==> src/verilog/clkout_pkg.sv <==
// constants for the clock output pin control block
// assumes a single 20 MHz clock domain and a plain register port
package clkout_pkg;
  localparam logic [7:0] source_select_offset = 8'h7c;
  localparam logic [7:0] divide_control_offset = 8'h7d;
  localparam logic [7:0] pin_enable_offset = 8'h7e;
  localparam logic [7:0] override_offset = 8'h7f;
  // field positions
  localparam int pin_two_sel_lsb = 5;
  localparam int pin_three_sel_lsb = 3;
  localparam int pin_five_sel_bit = 0;
  localparam int pin_three_halve_bit = 2;
  localparam int pin_two_halve_bit = 1;
  localparam int pin_five_halve_bit = 0;
  localparam int pin_two_enable_bit = 3;
  localparam int pin_three_enable_bit = 2;
  localparam int pin_five_enable_bit = 0;
  localparam int override_bit = 0;
  // source codes
  localparam logic [1:0] two_sel_pll = 2'h0;
  localparam logic [1:0] two_sel_gpio = 2'h1;
  localparam logic [1:0] two_sel_osc = 2'h2;
  localparam logic [1:0] three_sel_pll = 2'h0;
  localparam logic [1:0] three_sel_gpio = 2'h1;
  localparam logic [1:0] three_sel_fll = 2'h2;
  localparam logic five_sel_osc = 1'h0;
  localparam logic five_sel_fll = 1'h1;
  // reset values
  localparam logic [1:0] two_sel_reset = 2'h0;
  localparam logic [1:0] three_sel_reset = 2'h2;
  localparam logic five_sel_reset = 1'h1;
  localparam logic two_halve_reset = 1'h1;
  localparam logic three_halve_reset = 1'h0;
  localparam logic five_halve_reset = 1'h1;
  localparam logic enable_reset = 1'h1;
  localparam logic override_reset = 1'h0;
endpackage
==> src/verilog/clkout_pin_if.sv <==
// bundle between the register core and one output pin stage
// assumes source clocks are sampled in the clk domain
`timescale 1ns/1ps
`default_nettype none
interface clkout_pin_if;
  logic [3:0] sources;
  logic [1:0] select;
  logic halve;
  logic enable;
  modport ctrl (output sources, output select, output halve, output enable);
  modport pin (input sources, input select, input halve, input enable);
endinterface
`default_nettype wire

==> src/verilog/clkout_control.sv <==
// register core and three clock output pins
// assumes source clocks and strap arrive asynchronously to clk
`timescale 1ns/1ps
`default_nettype none
// What this block does
// - pin two takes the second loop for 00, general io two for 01, oscillator for 10.
// - with override clear, pin three select is held at 10 and writes are ignored.
// - with override set, pin three select defaults to 00 and is writable.
// - with override clear and strap low, pin five select is forced to 1 and locked.
// - with override clear, a rising strap edge loads 0 into pin five select, then writable.
// - with override set, pin five select defaults to 0 and is writable whatever the strap.
// - each enable drives the pin at 1 and tri-states it at 0; all reset to 1.
// - a halve bit of 1 divides the chosen clock by two; pin three halve resets to 0.
// - with override clear, pin two halve is forced to 1 and writes are ignored.
// - with override set, pin two halve defaults to 0 and is writable.
// - with override clear, pin five halve is forced to 1 and writes are ignored.
// - with override set, pin five halve defaults to 0 and is writable.
module clkout_control
  import clkout_pkg::*;
(
  // clock and reset
  input wire logic clk,
  input wire logic resetn,
  // register port
  input wire logic [7:0] addr,
  input wire logic [15:0] wdata,
  input wire logic wr,
  input wire logic rd,
  output logic [15:0] rdata,
  // clock sources and strap
  input wire logic second_phase_locked_loop,
  input wire logic third_phase_locked_loop,
  input wire logic fll_clock,
  input wire logic osc_clock,
  input wire logic general_io_function_two,
  input wire logic general_io_function_three,
  input wire logic strap_input,
  // pins
  output logic pin_two_out,
  output logic pin_two_oe,
  output logic pin_three_out,
  output logic pin_three_oe,
  output logic pin_five_out,
  output logic pin_five_oe
);
  // two-flop synchronisers for every asynchronous input
  logic [6:0] async_in;
  logic [6:0] sync1_r, sync1_nxt, sync2_r, sync2_nxt;
  logic strap_d_r, strap_d_nxt;
  logic s_second_phase_locked_loop, s_third_phase_locked_loop, s_fll, s_osc, s_gp2, s_gp3, s_strap;

  assign async_in = {strap_input, general_io_function_three, general_io_function_two,
                     osc_clock, fll_clock, third_phase_locked_loop, second_phase_locked_loop};
  assign s_second_phase_locked_loop = sync2_r[0];
  assign s_third_phase_locked_loop = sync2_r[1];
  assign s_fll = sync2_r[2];
  assign s_osc = sync2_r[3];
  assign s_gp2 = sync2_r[4];
  assign s_gp3 = sync2_r[5];
  assign s_strap = sync2_r[6];

  // the first flop feeds only the second; nothing else may read it
  always_comb begin
    sync1_nxt = async_in;
    sync2_nxt = sync1_r;
    strap_d_nxt = s_strap;
  end

  always_ff @(posedge clk) begin
    if (!resetn) begin
      sync1_r <= 7'h00;
      sync2_r <= 7'h00;
      strap_d_r <= 1'b0;
    end else begin
      sync1_r <= sync1_nxt;
      sync2_r <= sync2_nxt;
      strap_d_r <= strap_d_nxt;
    end
  end

  // stored fields
  logic [1:0] pin_two_source_select_r, pin_two_source_select_nxt;
  logic [1:0] pin_three_source_select_r, pin_three_source_select_nxt;
  logic pin_five_source_select_r, pin_five_source_select_nxt;
  logic pin_two_halve_r, pin_two_halve_nxt;
  logic pin_three_halve_r, pin_three_halve_nxt;
  logic pin_five_halve_r, pin_five_halve_nxt;
  logic pin_two_drive_enable_r, pin_two_drive_enable_nxt;
  logic pin_three_drive_enable_r, pin_three_drive_enable_nxt;
  logic pin_five_drive_enable_r, pin_five_drive_enable_nxt;
  logic clock_register_override_r, clock_register_override_nxt;
  logic [15:0] rdata_r, rdata_nxt;

  // effective values seen by pins and reads
  logic [1:0] eff_three_sel;
  logic eff_five_sel;
  logic eff_two_halve;
  logic eff_five_halve;
  logic five_locked;

  function automatic logic hit(input logic [7:0] a, input logic [7:0] offset);
    return a == offset;
  endfunction

  always_comb begin
    five_locked = !clock_register_override_r && !s_strap;
    eff_three_sel = clock_register_override_r ? pin_three_source_select_r
                                              : three_sel_fll;
    eff_five_sel = five_locked ? five_sel_fll : pin_five_source_select_r;
    eff_two_halve = clock_register_override_r ? pin_two_halve_r : 1'b1;
    eff_five_halve = clock_register_override_r ? pin_five_halve_r : 1'b1;
  end

  always_comb begin
    pin_two_source_select_nxt = pin_two_source_select_r;
    pin_three_source_select_nxt = pin_three_source_select_r;
    pin_five_source_select_nxt = pin_five_source_select_r;
    pin_two_halve_nxt = pin_two_halve_r;
    pin_three_halve_nxt = pin_three_halve_r;
    pin_five_halve_nxt = pin_five_halve_r;

    if (wr && hit(addr, source_select_offset)) begin
      pin_two_source_select_nxt = wdata[pin_two_sel_lsb +: 2];
      if (clock_register_override_r) begin
        pin_three_source_select_nxt = wdata[pin_three_sel_lsb +: 2];
      end
      if (!five_locked) begin
        pin_five_source_select_nxt = wdata[pin_five_sel_bit];
      end
    end
    if (wr && hit(addr, divide_control_offset)) begin
      pin_three_halve_nxt = wdata[pin_three_halve_bit];
      if (clock_register_override_r) begin
        pin_two_halve_nxt = wdata[pin_two_halve_bit];
        pin_five_halve_nxt = wdata[pin_five_halve_bit];
      end
    end

    // strap rising edge while not overridden reloads the oscillator default
    if (!clock_register_override_r && s_strap && !strap_d_r) begin
      pin_five_source_select_nxt = five_sel_osc;
    end
    if (five_locked) begin
      pin_five_source_select_nxt = five_sel_fll;
    end

    // override change loads the defaults of the new state
    if (clock_register_override_nxt != clock_register_override_r) begin
      if (clock_register_override_nxt) begin
        pin_three_source_select_nxt = three_sel_pll;
        pin_five_source_select_nxt = five_sel_osc;
        pin_two_halve_nxt = 1'b0;
        pin_five_halve_nxt = 1'b0;
      end else begin
        pin_three_source_select_nxt = three_sel_fll;
        pin_two_halve_nxt = 1'b1;
        pin_five_halve_nxt = 1'b1;
        pin_five_source_select_nxt = s_strap ? five_sel_osc : five_sel_fll;
      end
    end
  end

  // locks act on the stored value too, yet an unlock loads the defaults, not the forced values
  always_ff @(posedge clk) begin
    if (!resetn) begin
      pin_two_source_select_r <= two_sel_reset;
      pin_three_source_select_r <= three_sel_reset;
      pin_five_source_select_r <= five_sel_reset;
      pin_two_halve_r <= two_halve_reset;
      pin_three_halve_r <= three_halve_reset;
      pin_five_halve_r <= five_halve_reset;
    end else begin
      pin_two_source_select_r <= pin_two_source_select_nxt;
      pin_three_source_select_r <= pin_three_source_select_nxt;
      pin_five_source_select_r <= pin_five_source_select_nxt;
      pin_two_halve_r <= pin_two_halve_nxt;
      pin_three_halve_r <= pin_three_halve_nxt;
      pin_five_halve_r <= pin_five_halve_nxt;
    end
  end

  // read data stands for one cycle after the strobe and is zero otherwise
  always_comb begin
    rdata_nxt = 16'h0000;
    if (rd) begin
      case (addr)
        source_select_offset: begin
          rdata_nxt[pin_two_sel_lsb +: 2] = pin_two_source_select_r;
          rdata_nxt[pin_three_sel_lsb +: 2] = eff_three_sel;
          rdata_nxt[pin_five_sel_bit] = eff_five_sel;
        end
        divide_control_offset: begin
          rdata_nxt[pin_three_halve_bit] = pin_three_halve_r;
          rdata_nxt[pin_two_halve_bit] = eff_two_halve;
          rdata_nxt[pin_five_halve_bit] = eff_five_halve;
        end
        pin_enable_offset: begin
          rdata_nxt[pin_two_enable_bit] = pin_two_drive_enable_r;
          rdata_nxt[pin_three_enable_bit] = pin_three_drive_enable_r;
          rdata_nxt[pin_five_enable_bit] = pin_five_drive_enable_r;
        end
        override_offset: begin
          rdata_nxt[override_bit] = clock_register_override_r;
        end
        default: begin
          rdata_nxt = 16'h0000;
        end
      endcase
    end
  end

  always_ff @(posedge clk) begin
    if (!resetn) begin
      rdata_r <= 16'h0000;
    end else begin
      rdata_r <= rdata_nxt;
    end
  end

  // override bit; the field group sees its change as an event
  always_comb begin
    clock_register_override_nxt = clock_register_override_r;
    if (wr && hit(addr, override_offset)) begin
      clock_register_override_nxt = wdata[override_bit];
    end
  end

  always_ff @(posedge clk) begin
    if (!resetn) begin
      clock_register_override_r <= override_reset;
    end else begin
      clock_register_override_r <= clock_register_override_nxt;
    end
  end

  // drive enables are never locked and have no override default
  always_comb begin
    pin_two_drive_enable_nxt = pin_two_drive_enable_r;
    pin_three_drive_enable_nxt = pin_three_drive_enable_r;
    pin_five_drive_enable_nxt = pin_five_drive_enable_r;
    if (wr && hit(addr, pin_enable_offset)) begin
      pin_two_drive_enable_nxt = wdata[pin_two_enable_bit];
      pin_three_drive_enable_nxt = wdata[pin_three_enable_bit];
      pin_five_drive_enable_nxt = wdata[pin_five_enable_bit];
    end
  end

  always_ff @(posedge clk) begin
    if (!resetn) begin
      pin_two_drive_enable_r <= enable_reset;
      pin_three_drive_enable_r <= enable_reset;
      pin_five_drive_enable_r <= enable_reset;
    end else begin
      pin_two_drive_enable_r <= pin_two_drive_enable_nxt;
      pin_three_drive_enable_r <= pin_three_drive_enable_nxt;
      pin_five_drive_enable_r <= pin_five_drive_enable_nxt;
    end
  end

  assign rdata = rdata_r;

  // sources are sampled on clk, so they must run well below half its rate
  // pin stages; reserved code 11 picks a quiet low source
  clkout_pin_if two_if();
  clkout_pin_if three_if();
  clkout_pin_if five_if();

  assign two_if.sources = {1'b0, s_osc, s_gp2, s_second_phase_locked_loop};
  assign two_if.select = pin_two_source_select_r;
  assign two_if.halve = eff_two_halve;
  assign two_if.enable = pin_two_drive_enable_r;
  assign three_if.sources = {1'b0, s_fll, s_gp3, s_third_phase_locked_loop};
  assign three_if.select = eff_three_sel;
  assign three_if.halve = pin_three_halve_r;
  assign three_if.enable = pin_three_drive_enable_r;
  assign five_if.sources = {2'b00, s_fll, s_osc};
  assign five_if.select = {1'b0, eff_five_sel};
  assign five_if.halve = eff_five_halve;
  assign five_if.enable = pin_five_drive_enable_r;

  clkout_pin_stage two_stage (
    .clk(clk),
    .resetn(resetn),
    .ctl(two_if.pin),
    .pin_out(pin_two_out),
    .pin_oe(pin_two_oe)
  );
  clkout_pin_stage three_stage (
    .clk(clk),
    .resetn(resetn),
    .ctl(three_if.pin),
    .pin_out(pin_three_out),
    .pin_oe(pin_three_oe)
  );
  clkout_pin_stage five_stage (
    .clk(clk),
    .resetn(resetn),
    .ctl(five_if.pin),
    .pin_out(pin_five_out),
    .pin_oe(pin_five_oe)
  );
endmodule
`default_nettype wire

==> src/verilog/clkout_pin_stage.sv <==
// one output pin: source mux, optional halving, drive enable
// assumes sources already synchronised to clk
`timescale 1ns/1ps
`default_nettype none
module clkout_pin_stage
  import clkout_pkg::*;
(
  // clock and reset
  input wire logic clk,
  input wire logic resetn,
  // control
  clkout_pin_if.pin ctl,
  // pin
  output logic pin_out,
  output logic pin_oe
);
  logic picked;
  logic picked_d_r, picked_d_nxt;
  logic half_r, half_nxt;
  logic out_r, out_nxt;
  logic oe_r, oe_nxt;

  always_comb begin
    picked = ctl.sources[ctl.select];
    picked_d_nxt = picked;
    half_nxt = half_r;
    // toggle on each rising edge of the chosen source
    if (picked && !picked_d_r) begin
      half_nxt = ~half_r;
    end
    out_nxt = ctl.halve ? half_r : picked;
    oe_nxt = ctl.enable;
    if (!ctl.enable) begin
      out_nxt = 1'b0;
    end
  end

  always_ff @(posedge clk) begin
    if (!resetn) begin
      picked_d_r <= 1'b0;
      half_r <= 1'b0;
      out_r <= 1'b0;
      oe_r <= 1'b0;
    end else begin
      picked_d_r <= picked_d_nxt;
      half_r <= half_nxt;
      out_r <= out_nxt;
      oe_r <= oe_nxt;
    end
  end

  assign pin_out = out_r;
  assign pin_oe = oe_r;
endmodule
`default_nettype wire

==> config.mk <==
export PLATFORM = sky130hd
export DESIGN_NAME = clkout_control
export DESIGN_NICKNAME = d
export VERILOG_FILES = /design/src/verilog/clkout_pkg.sv /design/src/verilog/clkout_pin_if.sv /design/src/verilog/clkout_control.sv /design/src/verilog/clkout_pin_stage.sv
export SDC_FILE = /design/constraint.sdc
export NUM_CORES = 1
export LEC_CHECK = 0
export ABC_AREA = 1
export BUFFER_PORTS_ARGS = -buffer_cell sky130_fd_sc_hd__clkbuf_2
export CORE_UTILIZATION = 51
export DETAILED_ROUTE_END_ITERATION = 8
export GPL_TIMING_DRIVEN = 0
export PLACE_DENSITY = 0.82
export RECOVER_POWER = 50
export SLEW_MARGIN = 5
export SYNTH_ARGS = -nofsm -noshare
export SYNTH_HDL_FRONTEND = slang
export SYNTH_HIERARCHICAL = 1
export SYNTH_SLANG_ARGS = --single-unit
==> constraint.sdc <==
create_clock -name clk -period 1.6 [get_ports clk]
set_clock_uncertainty 0.1 [all_clocks]
set_input_delay 0.32 -clock clk [delete_from_list [all_inputs] [get_ports clk]]
set_output_delay 0.32 -clock clk [all_outputs]
set_load 0.05 [all_outputs]
# Word-level counts from Yosys, hierarchy flattened
# Index checks and enable logic that the tools add are counted.
# classes
muxes,34
shift,0
n_mul,0
div_mod_pow,0
add_sub_neg,0
n_reduce_logical,28
n_bitwise,3
n_eq_ne,5
order_cmp,3
# ops
op,n
8-bit by 7-bit equality test with 1-bit output (second input constant),4
1-bit two-way mux,24
2-bit AND reduction,6
1-bit logical AND,10
2-bit two-way mux,5
1-bit logical NOT,6
2-bit by 3-bit less-than comparator with 1-bit output (second input constant),2
3-bit AND reduction,2
2-bit nonzero test,3
1-bit binary-select mux with 2-bit select,2
1-bit case mux with 2 select lines,2
1-bit case mux with 4 select lines,1
4-bit nonzero test,1
1-bit by 3-bit less-than comparator with 1-bit output (second input constant),1
1-bit NOT,3
1-bit != test,1
# word_totals
mem_bits_rw,0
mem_count,0
ff_bits,55
rom_bits,0
word_cells,102
latchBits,0
output_inout_bits,22

# Longest topological paths before layout
# logic_depth
word_depth,6
depth_mapped,10
mapped_depth_nobuf,10

# Cells and area by module
# Netlist, hierarchy kept.
# modules_own_cells
module,cells_per_inst,seq_area_each_um2,instances,area_each_um2
clkout_control,196,680.7,1,1467.7
clkout_pin_stage,28,80.1,3,188.9

# Worst setup path before layout
# OpenSTA, ideal clock, no wires.
# synth_timing
kind,flip-flop to flip-flop
start,reg clock_register_override_r
end,reg three_stage.half_r
t_required_ps,1390
period_less_slack_ps,1414
setup_slack_ps,186
setup_time_ps,110
arrival_time_ps,1205
path_stages_with_launch,11
path_cell_list,dfxtp_1 > clkbuf_1 > nand2_1 > inv_1 > inv_1 > nand2_1 > nand3_2 > nand3_1 > nand2_1 > inv_1 > nor2_1
# synth_between
elab_chain_cells,4
# synth_lines
element,line_no,source
start: declaration,clkout_control.sv:91,"logic clock_register_override_r, clock_register_override_nxt;"
start signal: assignment,clkout_control.sv:230,clock_register_override_r <= override_reset;
start signal: assignment,clkout_control.sv:232,clock_register_override_r <= clock_register_override_nxt;
2-bit two-way mux,clkout_control.sv:107,eff_three_sel = clock_register_override_r ? pin_three_source_select_r
net eff_three_sel[0],clkout_control.sv:95,logic [1:0] eff_three_sel;
1-bit binary-select mux with 2-bit select,clkout_pin_stage.sv:24,picked = ctl.sources[ctl.select];
1-bit two-way mux (implied by the code),clkout_pin_stage.sv:24,
1-bit logical AND,clkout_pin_stage.sv:28,if (picked && !picked_d_r) begin
end signal: assignment,clkout_pin_stage.sv:46,half_r <= half_nxt;
end: declaration,clkout_pin_stage.sv:19,"logic half_r, half_nxt;"
# The timed path passes the listed nets, and every way through them passes these cells. The select of a mux whose other input is x is not followed.
# A chain may end at the register's enable or synchronous reset.

# Worst setup path after layout
# Ends and elaborated chain as after synthesis.

==> results.toml <==
[cells_and_area]
fin_cells = 388
area_growth_pct = 18.9
drive_above_1_share_pct = 21.2
final_nets = 374
num_antenna_cells = 0
fin_area_mm2 = 0.00242
nFillCells = 366

[clock_tree]
cts-htree-levels = 2
tritoncts_num_sinks = 46
insertion_delay_ns = 0.30
clockRootBuffer = "clkbuf_8"
path_clk_slew_ns = 0.08
cts_inserted_buffers = 5
clockBufferDepth = 2
cts_tree = "built"

[timing]
finalHoldViolations = 0
rsz0062_at_grt = "false"
setup_viol = 0
drv_slew = 0
post-route-min-period_ns = 1.44
timing.fmax_ghz = 0.696
fin_hold_ws_ns = 0.0940
fin_crit_sh_pct = 89.7

[setup_path]
r2r-start = "clock_register_override_r$_SDFF_PN0_"
cp-start-kind = "flop"
r2r_setup_slack_ns = 0.16
critPathRequiredTime_ns = 1.71
cp-startpoint = "clock_register_override_r$_SDFF_PN0_"
cp_max_fo = 10
r2r_end = "three_stage/half_r$_SDFFE_PN0P_"
setup.worst_path.end_class = "flop"
reg2regPathDepth = 10
setup.worst_path.class = "flop to flop"
worst_ep_arrival_time_ns = 1.54

[power]
p_total_uw = 2160
internal_power_uw = 1600
power.leakage_uw = 0.00135
powerDensity_mw_per_mm2 = 893
p_seq_share_pct = 55.2
ir_drop_mv = 0.556
switchingPower_uw = 555
clkPwrFrac_pct = 33.4
swShare_pct = 25.7
power_frac_comb_pct = 11.4

[route]
drtPass1Iterations = 4
drt_iter0_drc = 76
viasPerCell = 4.54
ant_nets = 0
route.detailed.drc = 0
via_count = 1763
routed_wl_mm = 3.87
wl_per_cell_um = 9.98

[placed_design]
io_buffers = 38
hpwl_mm = 2.99
dpl-instance-area_mm2 = 0.00234
gp_congestion = 0.845
placedCellCount = 380

[global_route]
antenna_found_initial = 0
grt_pass1_vias = 1555
grt_start_max_net_pins = 14
grt_usage_pct = 20.5
grt.overflow.total = 0
grt_pass1_wl_mm = 6.47

[synthesis]
ys_top_cells_by_area = "dfxtp_1 (45%), nand2_1 (14%), inv_1 (10%), nand3_1 (3.4%), buf_4 (3.3%)"
syn_area_per_cell_um2 = 7.27
synth_top_area_share_pct = 45.3
yosysUniqueCellTypes = 29
yosysTopAreaCell = "dfxtp_1"
synth_seq_cells = 46
synth_commonest_cells = "nand2_1 (74), inv_1 (56), dfxtp_1 (46)"
synth_most_common_cell = "nand2_1"
async_flop_share_pct = 0
synthCells = 280
synth-edff-count = 0
seq_area_frac_synth_pct = 45.3
synth_ff_type = "dfxtp_1"
netlist_area_mm2 = 0.00203
yosysWarnings = 6

[die]
fp.dieW_um = 65.2
initial_core_util_pct = 54.3
pin_count = 57
die_area_mm2 = 0.00425
rows = 22
die_y_um = 65.2
core_area_mm2 = 0.00374

[worst_hold_path]
hold_path_end = "sync1_r[6]$_SDFF_PN0_"
holdPathStages = 3
hold_path_class = "input port to flop"
hold_start = "strap_input"

[flow_run]
maxCapViolations = 0

[outcome]
status = "finished, final reports clean"
-- power by group through the flow --
stage / sequential, µW / combinational (µW) / clock [µW]
after detailed placement: 1220 / 249 / 0
final: 1190 / 247 / 722
after global routing: 1200 / 274 / 791
after global placement: 1220 / 243 / 0
after CTS: 1190 / 250 / 736
after floorplan: 1240 / 157 / 0
-- kinds of logic (layout without fill, tap and decap cells) --
logic type / after synthesis / count (layout) / share of synthesized area, %
compound gates: 27 / 27 / 7.56
buf+inv: 72 / 118 / 15.0
flops: 46 / 46 / 45.3
other cells: 1 / 15 / 0.184
simple gates: 134 / 134 / 32.0
-- flip-flops by register name (all words and copies together), names as in the netlist, 2 cells and up --
register                   flops
pin_three_source_select_r      2
pin_two_source_select_r        2
sync1_r                        7
sync2_r                        7
rdata                          7
-- layer usage --
metal  global-route usage, %  vias up  routed length (µm)
li1                        -      942                   -
met1                    23.2      775                1740
met2                    36.0       41                1930
met3                    5.73        5                 160
met4                    8.15        0                  38
met5                       0        -                   0
-- worst max path at each step --
stage	to
floorplan	three_stage/half_r$_SDFFE_PN0P_
global placement	rdata[4]$_SDFF_PN0_
detailed placement	rdata[4]$_SDFF_PN0_
CTS	three_stage/half_r$_SDFFE_PN0P_
global route	rdata[4]$_SDFF_PN0_
finish	three_stage/half_r$_SDFFE_PN0P_
-- layout make-up --
type,count,area (µm²),area share [%]
buffer,13,86.3,3.57
clock buffer,7,86.3,3.57
clock inverter,1,5.00,0.207
inverter,59,221,9.15
multi-input combinational,176,850,35.1
sequential,46,922,38.1
tap,48,60.1,2.48
timing repair buffer,38,189,7.81
-- placed cells by master (no fill, tap or decap) --
cell type	n
nand2_1	75
inv_1	57
dfxtp_1	45
clkbuf_2	37
nor2_1	18
nand3_1	15
conb_1	15
a21oi_1	13
buf_4	9
o21ai_0	8
nand4_1	6
clkbuf_8	6
clkbuf_1	5
nand3_2	5
nand2_2	4
nor3_1	4
o211ai_1	2
o21ai_1	2
or2_1	1
o21bai_2	1
clkbuf_4	1
or2_2	1
nor2_8	1
nor3_2	1
nand4_2	1
nand3_4	1
o21ai_4	1
and2_1	1
inv_2	1
clkinv_1	1
clkinv_2	1
dfxtp_2	1
-- critical path, stage by stage (launching register included) --
cell and delay, ns:
dfxtp_2 0.38, clkbuf_4 0.22, nand2_1 0.06, inv_1 0.12, inv_1 0.07, nand2_1 0.07, nand3_2 0.09, nand3_1 0.09
nand2_1 0.05, inv_1 0.05, nor2_1 0.04
-- through the flow --
| step | setup slack, ns | TNS (ns) | util [%] |
|---|---|---|---|
| after floorplan | 0.186 | 0 | - |
| after global placement | -0.0567 | -0.0982 | 62.4 |
| after detailed placement | -0.101 | -0.310 | 62.4 |
| after CTS | 0.0638 | 0 | 64.9 |
| after global routing | 0.0355 | 0 | 64.6 |
| final | 0.164 | 0 | 64.6 |
-- repair_timing --
item / CTS / global route
hold buffers: 0 / 0
resized for setup: 1 / 4
pin swaps: 0 / 0
setup buffers: 0 / 0
endpoints found under the setup margin: 3 / 4
(Power assumes the default switching activity.)
